<file path="src/pkg/bbalu_map.vh">
// Register offsets, field positions, opcodes and reset values of the ALU block.
`ifndef BBALU_MAP_VH
`define BBALU_MAP_VH
`define BBALU_REG_CTRL 8'h00
`define BBALU_REG_INSTR 8'h04
`define BBALU_REG_ACC 8'h08
`define BBALU_REG_STATUS 8'h0C
`define BBALU_REG_FILE 8'h10
`define BBALU_REG_PINS 8'h14
`define BBALU_REG_PORTMAP 8'h18
`define BBALU_CTRL_EXEC 0
`define BBALU_ST_CARRY 0
`define BBALU_ST_NIB 1
`define BBALU_ST_NULL 2
`define BBALU_ST_ILLEGAL 3
`define BBALU_TGT_BIT 5
`define BBALU_IDX_HI 4
`define BBALU_POS_HI 7
`define BBALU_POS_LO 5
`define BBALU_OP_SUM 6'h07
`define BBALU_OP_MASKR 6'h05
`define BBALU_OP_MASKI 4'hE
`define BBALU_OP_LOWER 4'h4
`define BBALU_ACC_RST 8'h00
`define BBALU_PORTMAP_RST 32'h00000060
`endif

</file>
<file path="src/logic/bbalu_exec.v">
// Combinational execute unit: decodes one instruction word and forms its result.
`timescale 1ns/10ps
`default_nettype none
`include "bbalu_map.vh"
module bbalu_exec (
	// Instruction and operands.
	input wire [11:0] instr,
	input wire [7:0] acc,
	input wire [7:0] operand,
	// Results.
	output reg [7:0] result,
	output reg to_file,
	output reg to_acc,
	output reg upd_carry,
	output reg upd_null,
	output reg carry,
	output reg nib,
	output reg illegal
);
	wire [8:0] sum;
	wire [4:0] low_sum;
	wire [2:0] pos;
	assign sum = {1'b0, acc} + {1'b0, operand};
	assign low_sum = {1'b0, acc[3:0]} + {1'b0, operand[3:0]};
	assign pos = instr[`BBALU_POS_HI:`BBALU_POS_LO];
	always @* begin
		result = 8'h00;
		to_file = 1'b0;
		to_acc = 1'b0;
		upd_carry = 1'b0;
		upd_null = 1'b0;
		carry = sum[8];
		nib = low_sum[4];
		illegal = 1'b0;
		if (instr[11:6] == `BBALU_OP_SUM) begin
			result = sum[7:0];
			upd_carry = 1'b1;
			upd_null = 1'b1;
			to_file = instr[`BBALU_TGT_BIT];
			to_acc = ~instr[`BBALU_TGT_BIT];
		end else if (instr[11:6] == `BBALU_OP_MASKR) begin
			result = acc & operand;
			upd_null = 1'b1;
			to_file = instr[`BBALU_TGT_BIT];
			to_acc = ~instr[`BBALU_TGT_BIT];
		end else if (instr[11:8] == `BBALU_OP_MASKI) begin
			result = acc & instr[7:0];
			upd_null = 1'b1;
			to_acc = 1'b1;
		end else if (instr[11:8] == `BBALU_OP_LOWER) begin
			result = operand & ~(8'h01 << pos);
			to_file = 1'b1;
		end else begin
			illegal = 1'b1;
		end
	end
endmodule
`default_nettype wire

</file>
<file path="src/logic/bbalu_top.v">
// AXI4-Lite wrapped execute stage for four byte and bit ALU instructions.
// Contract
// - Sum opcode adds accumulator and file register; sets carry, nibble carry, zero.
// - Target bit 0 writes accumulator; 1 writes back to the file register.
// - Mask immediate ANDs accumulator with literal; result to accumulator; zero only.
// - Mask register ANDs accumulator with file register; routed by target; zero only.
// - Byte operations: target bit at 5, register index in bits 4 to 0.
// - Bit operations: position in bits 7 to 5, register index in 4 to 0.
// - Literal operations take the immediate from the low eight bits.
// - Port register as operand and destination reads pin levels, not latch.
`timescale 1ns/10ps
`default_nettype none
`include "bbalu_map.vh"
module bbalu_top #(
	parameter NREGS = 32
) (
	// Clock and reset.
	input wire aclk,
	input wire aresetn,
	// Write address channel.
	input wire [7:0] s_axi_awaddr,
	input wire [2:0] s_axi_awprot,
	input wire s_axi_awvalid,
	output reg s_axi_awready,
	// Write data channel.
	input wire [31:0] s_axi_wdata,
	input wire [3:0] s_axi_wstrb,
	input wire s_axi_wvalid,
	output reg s_axi_wready,
	// Write response channel.
	output reg [1:0] s_axi_bresp,
	output reg s_axi_bvalid,
	input wire s_axi_bready,
	// Read address channel.
	input wire [7:0] s_axi_araddr,
	input wire [2:0] s_axi_arprot,
	input wire s_axi_arvalid,
	output reg s_axi_arready,
	// Read data channel.
	output reg [31:0] s_axi_rdata,
	output reg [1:0] s_axi_rresp,
	output reg s_axi_rvalid,
	input wire s_axi_rready,
	// Port pins.
	input wire [7:0] pin_levels,
	output reg [7:0] port_latch_q
);
	reg [7:0] files_q [0:NREGS-1];
	reg [7:0] acc_q;
	reg [3:0] status_q;
	reg [11:0] instr_q;
	reg [31:0] portmap_q;
	reg [7:0] pin_meta_q;
	reg [7:0] pin_sync_q;
	reg [7:0] awaddr_q;
	reg aw_have_q;
	reg [31:0] wdata_q;
	reg [3:0] wstrb_q;
	reg w_have_q;
	reg [7:0] file_idx_q;
	reg exec_q;
	wire [4:0] idx;
	wire is_port;
	wire [7:0] operand;
	wire [7:0] result;
	wire to_file;
	wire to_acc;
	wire upd_carry;
	wire upd_null;
	wire carry;
	wire nib;
	wire illegal;
	wire do_write;
	wire [31:0] instr_merged;
	integer i;
	// Merges byte lanes of a write into an old word.
	function [31:0] bbalu_merge;
		input [31:0] old;
		input [31:0] data;
		input [3:0] strb;
		integer k;
		begin
			bbalu_merge = old;
			for (k = 0; k < 4; k = k + 1) begin
				if (strb[k]) begin
					bbalu_merge[8*k +: 8] = data[8*k +: 8];
				end
			end
		end
	endfunction
	// True when the index names a register whose bit is set in the port map.
	function bbalu_port_hit;
		input [4:0] ix;
		input [31:0] map;
		begin
			bbalu_port_hit = map[ix];
		end
	endfunction
	assign idx = instr_q[`BBALU_IDX_HI:0];
	assign is_port = bbalu_port_hit(idx, portmap_q);
	assign operand = is_port ? pin_sync_q : files_q[idx];
	assign do_write = aw_have_q && w_have_q && !s_axi_bvalid;
	assign instr_merged = bbalu_merge({20'h00000, instr_q}, wdata_q, wstrb_q);
	bbalu_exec u_exec (
		.instr(instr_q),
		.acc(acc_q),
		.operand(operand),
		.result(result),
		.to_file(to_file),
		.to_acc(to_acc),
		.upd_carry(upd_carry),
		.upd_null(upd_null),
		.carry(carry),
		.nib(nib),
		.illegal(illegal)
	);
	// Pin synchroniser.
	always @(posedge aclk) begin
		pin_meta_q <= pin_levels;
		pin_sync_q <= pin_meta_q;
	end
	// Write channels, register writes and instruction execution.
	always @(posedge aclk) begin
		if (!aresetn) begin
			s_axi_awready <= 1'b1;
			s_axi_wready <= 1'b1;
			s_axi_bvalid <= 1'b0;
			s_axi_bresp <= 2'b00;
			aw_have_q <= 1'b0;
			w_have_q <= 1'b0;
			awaddr_q <= 8'h00;
			wdata_q <= 32'h00000000;
			wstrb_q <= 4'h0;
			acc_q <= `BBALU_ACC_RST;
			status_q <= 4'h0;
			instr_q <= 12'h000;
			portmap_q <= `BBALU_PORTMAP_RST;
			file_idx_q <= 8'h00;
			exec_q <= 1'b0;
			port_latch_q <= 8'h00;
			for (i = 0; i < NREGS; i = i + 1) begin
				files_q[i] <= 8'h00;
			end
		end else begin
			exec_q <= 1'b0;
			if (s_axi_awvalid && s_axi_awready) begin
				awaddr_q <= s_axi_awaddr;
				aw_have_q <= 1'b1;
				s_axi_awready <= 1'b0;
			end
			if (s_axi_wvalid && s_axi_wready) begin
				wdata_q <= s_axi_wdata;
				wstrb_q <= s_axi_wstrb;
				w_have_q <= 1'b1;
				s_axi_wready <= 1'b0;
			end
			if (s_axi_bvalid && s_axi_bready) begin
				s_axi_bvalid <= 1'b0;
				s_axi_awready <= 1'b1;
				s_axi_wready <= 1'b1;
			end
			if (do_write) begin
				aw_have_q <= 1'b0;
				w_have_q <= 1'b0;
				s_axi_bvalid <= 1'b1;
				s_axi_bresp <= 2'b00;
				case (awaddr_q)
				`BBALU_REG_CTRL: begin
					if (wstrb_q[0] && wdata_q[`BBALU_CTRL_EXEC]) begin
						exec_q <= 1'b1;
					end
				end
				`BBALU_REG_INSTR: instr_q <= instr_merged[11:0];
				`BBALU_REG_ACC: if (wstrb_q[0]) acc_q <= wdata_q[7:0];
				`BBALU_REG_STATUS: if (wstrb_q[0]) status_q <= wdata_q[3:0];
				`BBALU_REG_FILE: if (wstrb_q[0]) file_idx_q <= wdata_q[7:0];
				`BBALU_REG_PINS: begin
					if (wstrb_q[1]) begin
						files_q[file_idx_q[4:0]] <= wdata_q[15:8];
						if (bbalu_port_hit(file_idx_q[4:0], portmap_q)) begin
							port_latch_q <= wdata_q[15:8];
						end
					end
				end
				`BBALU_REG_PORTMAP: portmap_q <= bbalu_merge(portmap_q, wdata_q, wstrb_q);
				default: s_axi_bresp <= 2'b10;
				endcase
			end
			if (exec_q) begin
				if (to_acc) begin
					acc_q <= result;
				end
				if (to_file) begin
					files_q[idx] <= result;
					if (is_port) begin
						port_latch_q <= result;
					end
				end
				if (upd_carry) begin
					status_q[`BBALU_ST_CARRY] <= carry;
					status_q[`BBALU_ST_NIB] <= nib;
				end
				if (upd_null) begin
					status_q[`BBALU_ST_NULL] <= (result == 8'h00);
				end
				status_q[`BBALU_ST_ILLEGAL] <= illegal;
			end
		end
	end
	// Read channels.
	always @(posedge aclk) begin
		if (!aresetn) begin
			s_axi_arready <= 1'b1;
			s_axi_rvalid <= 1'b0;
			s_axi_rdata <= 32'h00000000;
			s_axi_rresp <= 2'b00;
		end else begin
			if (s_axi_rvalid && s_axi_rready) begin
				s_axi_rvalid <= 1'b0;
				s_axi_arready <= 1'b1;
			end
			if (s_axi_arvalid && s_axi_arready) begin
				s_axi_arready <= 1'b0;
				s_axi_rvalid <= 1'b1;
				s_axi_rresp <= 2'b00;
				case (s_axi_araddr)
				`BBALU_REG_CTRL: s_axi_rdata <= 32'h00000000;
				`BBALU_REG_INSTR: s_axi_rdata <= {20'h00000, instr_q};
				`BBALU_REG_ACC: s_axi_rdata <= {24'h000000, acc_q};
				`BBALU_REG_STATUS: s_axi_rdata <= {28'h0000000, status_q};
				`BBALU_REG_FILE: s_axi_rdata <= {24'h000000, file_idx_q};
				`BBALU_REG_PINS: s_axi_rdata <= {16'h0000, files_q[file_idx_q[4:0]], pin_sync_q};
				`BBALU_REG_PORTMAP: s_axi_rdata <= portmap_q;
				default: begin
					s_axi_rdata <= 32'h00000000;
					s_axi_rresp <= 2'b10;
				end
				endcase
			end
		end
	end
endmodule
`default_nettype wire

</file>
<file path="config.mk">
export PLATFORM = sky130hd
export DESIGN_NAME = bbalu_top
export DESIGN_NICKNAME = d
export VERILOG_FILES = /design/src/logic/bbalu_exec.v /design/src/logic/bbalu_top.v
export VERILOG_INCLUDE_DIRS = /design/src /design/src/pkg
export SDC_FILE = /design/constraint.sdc
export NUM_CORES = 1
export LEC_CHECK = 0
export BUFFER_PORTS_ARGS = -buffer_cell sky130_fd_sc_hd__buf_2
export CAP_MARGIN = 10
export CORE_MARGIN = 4
export CORE_UTILIZATION = 60
export CTS_CLUSTER_DIAMETER = 150
export DETAILED_ROUTE_END_ITERATION = 8
export PLACE_DENSITY_LB_ADDON = 0.25
export SLEW_MARGIN = 5
export SYNTH_ARGS = -nofsm -noshare
export SYNTH_HDL_FRONTEND = slang
export SYNTH_SLANG_ARGS = --single-unit
</file>
<file path="constraint.sdc">
create_clock -name aclk -period 5.8 [get_ports aclk]
set_clock_uncertainty 0.15 [all_clocks]
set_input_delay 0.58 -clock aclk [delete_from_list [all_inputs] [get_ports aclk]]
set_output_delay 0.58 -clock aclk [all_outputs]
set_load 0.03 [all_outputs]
</file>
==> impl_summary.md, run 1 <==
Die
The core area is just under 40000 um2. The floorplan die area is 42370 um2. The floorplan step set the die width to around 200 um. The floorplan step set the die height to 205.8 um. Once the floorplan was initialized, standard cells occupied 60.77% of the core.

The floorplan row count is a little over 70. The number of primary I/O pins is about 120.

Global routing
The via count of the first global-routing pass is ~18000. The first global-routing pass estimated roughly 110000 um of wire. The global router's overall resource usage is between 30 and 40%. The number of antenna violations at the first check in global routing came to 0. The maximum number of pins on one net before global-route repair is between 100 and 150.

The total congestion overflow after global routing is 0.

Clock tree
In this run the number of H-tree levels came out at 2. The number of clock buffers added by TritonCTS is between 40 and 50. After clock tree synthesis, the clock-pin slew on the worst setup and hold paths is around 0.060 ns. The root buffer cell chosen for the clock tree is clkbuf_16. TritonCTS built the clock tree.

In this run, post-CTS repair resized a total of 0 instances. The number of sinks handled by clock tree synthesis is between 400 and 500. The maximum clock path buffer count is 3. The clock network latency to the later pin of the worst-skew pair is 0.61 ns.

Place
Including well taps, the total number of placed cells is around 2500. The number of port buffers is roughly 110. At the end of routability-driven placement, the weighted congestion stood at 1.024.

Before CTS, the worst setup slack after placement is between 0.6 and 0.7 ns. The total half-perimeter wirelength after legalization and detailed placement is 48190 um. The total placed instance area is about 24000 um2.

Route
After detailed routing, the number of remaining DRC violations is 0. The first routing iteration left 2885 violations. The aggregate routed wire length is 73230 um.

The routed layout has 18420 vias. Before antenna repair, the detailed router went through 6 iterations. The final antenna-violating net count is 0.

Using the TritonRoute via totals, the vias-per-cell ratio works out to 7.205. The wire length per cell is 28.64 um.

Timing
The measured slew at the worst slew-check pin is 1.288 ns. The minimum setup slack in the final design is between 0.5 and 0.6 ns. For the final routed database, the setup TNS stands at 0 ns. The relative max-transition margin is between 10 and 15%. The shortest period the worst path allows is ~5.2 ns. The maximum frequency from static timing analysis is 0.1917 GHz. The post-route fraction of the period consumed by the critical path is 89.95%.

Setup violations remaining at the end of the flow were counted as 0. The final-report hold violation count is 0. The worst slack on hold paths is 0.02826 ns. Setup repair after global routing left no endpoint under its margin. The total count of max-transition violations in the final report was 0.

Logic synthesis
edfxtp_1 takes more of the synthesized area than any other cell. After technology mapping, the gate count stands at just under 2000. The number of distinct standard cells referenced by the synthesized netlist is 77.

The most common cell in the synthesized netlist is a22o_1. The total of flip-flops plus latches after synthesis is 440. The Yosys step of the flow raised 0 warnings. Ranked by total cell area, the synthesized netlist is headed by edfxtp_1 (33%), dfxtp_1 (16%), mux4_2 (14%). The synthesized design devotes to its leading area cell type 32.73% of total area.

For this run, the register share of the synthesized area comes to between 40 and 50%. After synthesis the cells add up to about 23000 um2. Counting flops with an async set or reset pin after synthesis yields a share of 0%. In the synthesized netlist the dominant register cell turns out to be edfxtp_1. The commonest cells after synthesis are a22o_1 (258), edfxtp_1 (256), nand2_1 (195), dfxtp_1 (184), mux4_2 (145). The number of synthesized flops with an enable pin is ~260. The mean instance size in the synthesized netlist is roughly 12 um2.

Pwr
The overall power is about 6.8 mW. The cell leakage power is approximately 9.1 nW. The peak supply drop is around 0.0003 V. For this design the ratio of total power to cell area is around 260 nW/um2.

Final layout
The proportion of layout cells with a drive suffix above 1 is between 20% and 30%. From synthesis to final layout, the design area changed by 10.19%. The share of the core filled with cells in the final layout is around two thirds. The number of cells in the finished layout apart from fillers is ~2600.

The final layout contains 2085 nets. 0 antenna diodes ended up in the layout. The final design area excluding fillers is 25880 um2.

Critical path
The largest single stage delay on the critical path is between 0.8 and 0.9 ns. The setup slack of the worst register-to-register path is about 0.58 ns. STA puts the critical path data arrival time at 5.41 ns. The type of element capturing the critical path is a register. The largest fanout on the critical path is 38. The number of cells on the worst reg-to-reg path is 15. The data required time of the worst path is between 5 and 6 ns. For this design, the slowest cell found on the critical path is dfxtp_4. STA classifies the critical path startpoint as a register. The capture point of the worst reg-to-reg path is files_q[2][7]. The critical path is of the register to register type. Walking the worst path, the cells encountered are mux4_2 -> a221o_1 -> a221o_1 -> mux2i_4 -> inv_1 -> ha_1 -> a211oi_1 -> o21bai_1 -> a21oi_1 -> o21ai_0 -> xor2_1 -> a21oi_1 -> o21ai_4 -> buf_4 -> a22o_1.

Job
Max-cap violations in this run came to 0.

Min path
The worst hold-check path type is input port to register. The worst hold path terminates at s_axi_wready. The launch instance of the worst min-delay path is s_axi_wvalid. Counting instances, the worst hold path has a depth of 2.

Run status
The flow ran to the end, and the final reports show no timing, DRC or antenna violations.
layout by cell type, fill, tap and decap left out, drive strengths merged, types with 39 or more instances in the layout:
cell / count
mux2i: 75
clkbuf: 62
a21oi: 113
buf: 165
mux4: 145
o21ai: 47
nand3: 78
edfxtp: 256
dfxtp: 184
nand2: 195
a22o: 258
nor3: 39
nor2: 106
critical path: cells and delay by family (launching register included):
kind	cells	cell delay [ns]
flip-flops	1	0.85
multiplexers	2	0.92
AO/OA/AOI/OAI	9	2.12
adder cells (fa/ha/maj)	1	0.29
XOR/XNOR	1	0.16
buffers and inverters	2	0.39
logic make-up after synthesis:
family | count (synthesis) | share of synthesized area (%)
AOI/OAI and AO/OA | 564 | 18.35
and+or+nand+nor | 497 | 9.962
DFF | 440 | 48.42
muxes | 243 | 18.27
buffers and inverters | 220 | 4.283
adders and majority gates | 9 | 0.5114
xor gates and xnor gates | 5 | 0.1865
other | 1 | 0.01597
flip-flops by register name, summed over array words and instances (netlist names), 4 cells and up, named ones only:
register / flops
files_q: 256
portmap_q: 32
s_axi_rdata: 32
wdata_q: 32
instr_q: 12
acc_q: 8
awaddr_q: 8
file_idx_q: 8
pin_meta_q: 8
pin_sync_q: 8
port_latch_q: 8
status_q: 4
wstrb_q: 4
cell type report:
| cell class | count | area (um2) |
|---|---|---|
| Fill cell | 2859 | 12770 |
| Inverter | 23 | 88.84 |
| Multi-Input combinational cell | 1320 | 11150 |
| Clock inverter | 21 | 285.3 |
| Clock buffer | 62 | 1261 |
| Timing Repair Buffer | 173 | 1066 |
| Tap cell | 518 | 648.1 |
| Sequential cell | 440 | 11380 |
how the worst max path moves through the flow:
stage,cells past startpoint,start,to
final,15,register,files_q[2][7]
after global routing,16,register,files_q[2][7]
after CTS,15,register,files_q[2][7]
after detailed placement,15,register,files_q[2][7]
after global placement,15,register,files_q[26][7]
after floorplan,21,register,files_q[0][6]
power breakdown:
group	leakage (nW)	internal, mW	switching [mW]
Clock	0.755	1.77	1.29
Combinational	4.17	0.111	0.223
Sequential	4.14	3.39	0.0665
layer usage:
| layer | GRT usage [%] | wire, um | vias up |
|---|---|---|---|
| met5 | 0 | 0 | - |
| li1 | - | - | 7861 |
| met2 | 52.52 | 33460 | 1342 |
| met4 | 18.87 | 4706 | 0 |
| met1 | 45.29 | 26090 | 8945 |
| met3 | 8.085 | 8978 | 276 |
timing repair:
| item | in CTS | in global routing |
|---|---|---|
| buffers inserted | 0 | 0 |
| endpoints found under the hold margin | 8 | 0 |
| hold buffers | 8 | 0 |
| endpoints found under the setup margin | 0 | 0 |
No activity file was read; power rests on OpenSTA's default activity.
==> run 2: changes to the inputs <==
--- a/config.mk
+++ b/config.mk
@@ -8,11 +8,14 @@
 export LEC_CHECK = 0
 export BUFFER_PORTS_ARGS = -buffer_cell sky130_fd_sc_hd__buf_2
 export CAP_MARGIN = 10
+export CELL_PAD_IN_SITES_DETAIL_PLACEMENT = 1
+export CELL_PAD_IN_SITES_GLOBAL_PLACEMENT = 1
 export CORE_MARGIN = 4
-export CORE_UTILIZATION = 60
+export CORE_UTILIZATION = 51
 export CTS_CLUSTER_DIAMETER = 150
 export DETAILED_ROUTE_END_ITERATION = 8
 export PLACE_DENSITY_LB_ADDON = 0.25
+export SETUP_SLACK_MARGIN = 0.02
 export SLEW_MARGIN = 5
 export SYNTH_ARGS = -nofsm -noshare
 export SYNTH_HDL_FRONTEND = slang
==> constraint.sdc (replaced) <==
create_clock -name aclk -period 4.95 [get_ports aclk]
set_clock_uncertainty 0.15 [all_clocks]
set_input_delay 0.495 -clock aclk [delete_from_list [all_inputs] [get_ports aclk]]
set_output_delay 0.495 -clock aclk [all_outputs]
set_load 0.03 [all_outputs]
==> impl_summary.md, run 2 (same netlist as run 1, synthesis figures left out) <==
Timing
Unrepaired setup endpoints after global routing: false (unchanged). The final-report hold violation count was 0 (unchanged). The total count of max-transition violations in the final report is 0 (unchanged). The measured slew at the worst slew-check pin is 1.197 ns (was 1.288 ns). The worst slack on hold paths is 0.03389 ns (was 0.02826 ns).

The maximum frequency from static timing analysis is 0.2050 GHz (was 0.1917 GHz). The total negative slack for setup checks is 0 ns (unchanged). The shortest period the worst path allows is 4.878 ns (was 5.217 ns).

The relative max-transition margin is 19.57% (was 13.46%). The post-route fraction of the period consumed by the critical path is 98.56% (was 89.95%). The count of final setup violators came to 0 (unchanged).

Critical path
The critical path startpoint category is a register (unchanged). The critical path data arrival time is 5.08 ns (was 5.41 ns). The setup slack of the worst register-to-register path came to 0.07 ns (was 0.58 ns).

The data required time of the worst path is 5.16 ns (was 5.99 ns). The type of element capturing the critical path is a register (unchanged). The largest fanout on the critical path is 35 (was 38). The kind of critical path is register to register (unchanged).

Final layout
The final layout net count was 2213 (was 2085). The area added between synthesis and finish is 16.73% (was 10.19%). The number of antenna diodes is 0 (unchanged). The share of the core filled with cells in the final layout is 60.28% (was 66.96%). The final design area excluding fillers is 27420 um2 (was 25880 um2). The register ranked first by flip-flop count is files_q (unchanged). The proportion of layout cells with a drive suffix above 1 was 24.55% (was 21.58%). The flip-flop count of the largest register, all copies and words added is 256 (unchanged). Most frequent cells in the layout: a22o_1 (258), edfxtp_1 (256), nand2_1 (195) (unchanged). The commonest non-fill, non-tap cell in the layout is a22o_1 (unchanged).

Place
The number of port buffers is 113 (unchanged). The total placed instance area is 24950 um2 (was 24220 um2). The last weighted congestion value of the routability-driven placer is 0.9533 (was 1.024). The total half-perimeter wirelength after legalization and detailed placement was 58310 um (was 48190 um).

Die
The core area is 45480 um2 (was 38650 um2). The floorplan die width is 222.6 um (was 205.8 um). The floorplan row count came to 78 (was 72). The floorplan die area came to 49550 um2 (was 42370 um2). The height of the chip is 222.6 um (was 205.8 um). The number of primary I/O pins was 122 (unchanged). The starting utilization of the core area came to 51.64% (was 60.77%).

Route
The aggregate routed wire length is 88490 um (was 73230 um). The wire length per cell is 31.93 um (was 28.64 um). The average vias per placed instance is 7.126 (was 7.205). The detailed-route DRC error count is 0 (unchanged). The iteration-0 DRC count of the detailed router is 2468 (was 2885). The final antenna-violating net count came to 0 (unchanged). The count of TritonRoute iterations in the first routing pass is 5 (was 6). The count of vias placed by the detailed router is 19750 (was 18420).

Global routing
The first-pass GRT wire length is 132500 um (was 108500 um). The total congestion overflow after global routing is 0 (unchanged). The via count of the first global-routing pass is 20620 (was 17650). The global router's overall resource usage was 35.01% (was 34.21%).

The maximum number of pins on one net before global-route repair is 70 (was 115). The number of antenna violations at the first check in global routing is 2 (was 0).

Job
The total of max-cap violations is 0 (unchanged).

Clock tree
The total clock buffers created by CTS is 49 (was 45). The number of sinks handled by clock tree synthesis is 440 (unchanged). The clock-pin slew of the registers on the worst-case setup and hold paths is 0.06 ns (about the same). The maximum clock path buffer count was 3 (unchanged).

The clock network latency to the later pin of the worst-skew pair is 0.62 ns (was 0.61 ns). The CTS tree is built (unchanged). The H-tree level count is 2 (unchanged). The buffer cell driving the clock tree root is clkbuf_16 (unchanged).

Pwr
The logic gate share of total power came to 5.2% (was 4.9%). The switching share of power is 23.09% (was 23.07%). The switching power of the nets came to 1.984 mW (was 1.579 mW). The relative contribution of the clock network to total power is 47.5% (was 44.7%).

The cell internal power dissipation was 6.610 mW (was 5.267 mW). The cell leakage power is 9.801 nW (was 9.071 nW). The overall power came to 8.594 mW (was 6.847 mW). The power per cell area is 313.5 nW/um2 (was 264.6 nW/um2). The sequential share of power came to 47.3% (was 50.4%). The peak supply drop is 0.0002581 V (was 0.0002941 V).

Min path
The worst hold-check path type is input port to register (unchanged).

Run status
Outcome: complete, no violations (unchanged).
-- run 2: changes by cell type in the layout (fill, tap and decap cells not counted), moves of 7 or more --
cell	previous run	this run
buf_12	1	10
buf_4	49	119
clkbuf_16	46	53
dlygate4sd3_1	8	53
-- run 2: path summary, 6_finish.rpt --
check / startpoint / cells after the start / end
setup / recovery: register / 15 / files_q[20][7]
hold / removal: s_axi_awaddr[2] / 3 / awaddr_q[2]
setup reg to reg: register / 15 / files_q[20][7]
hold reg to reg: pin_meta_q[0] / 0 / pin_sync_q[0]
-- run 2: final cells by class --
cell class / count / area [um2]
well taps: 600 / 750.7
flip-flops and latches: 440 / 11390
clock buffers: 68 / 1453
repair buffers: 297 / 2232
clock inverters: 23 / 346.6
inverters: 23 / 88.84
multi-input cells: 1320 / 11160
fillers: 4645 / 18060
-- run 2: per-layer routing --
metal	GRT usage, %	up-vias	part of all wire, %
li1	-	8123	-
met1	43.75	9958	36
met2	57.10	1323	48
met3	7.927	337	11
met4	18.57	4	6.2
met5	0	-	0.027
-- run 2: per-stage QoR --
step / cells / setup WS, ns
2_1_floorplan: 1980 / 0.8576
3_3_place_gp: 2614 / 0.1893
3_5_place_dp: 2614 / 0.07052
4_1_cts: 2759 / 0.09630
5_1_grt: 2771 / 0.0007940
6_report: 2771 / 0.07153
-- run 2: critical path, cell delays in order (launching register included) --
cell and delay (ns):
dfxtp_4 0.53, mux4_2 0.55, mux2i_1 0.34, mux2i_1 0.32, a22o_1 0.39, mux2_2 0.33
ha_1 0.33, o21ai_0 0.17, o21bai_1 0.12, a21oi_1 0.22, o21ai_0 0.16, xor2_1 0.17
a21oi_1 0.27, o21ai_4 0.10, buf_12 0.20, a22o_1 0.22
-- run 2: what timing repair did --
action                                 in CTS  in global routing
gates resized for setup                     1                  4
setup endpoints to repair                  43                104
hold buffers                               53                  0
buffers inserted                            1                 12
endpoints found under the hold margin      53                  0
-- run 2: power groups by stage --
| stage | sequential [mW] | combinational [mW] | clock (mW) |
|---|---|---|---|
| after global routing | 4.07 | 0.470 | 4.27 |
| after CTS | 4.06 | 0.434 | 4.10 |
| final | 4.06 | 0.451 | 4.08 |
| after global placement | 4.12 | 0.386 | 0 |
| after floorplan | 4.09 | 0.235 | 0 |
| after detailed placement | 4.13 | 0.397 | 0 |
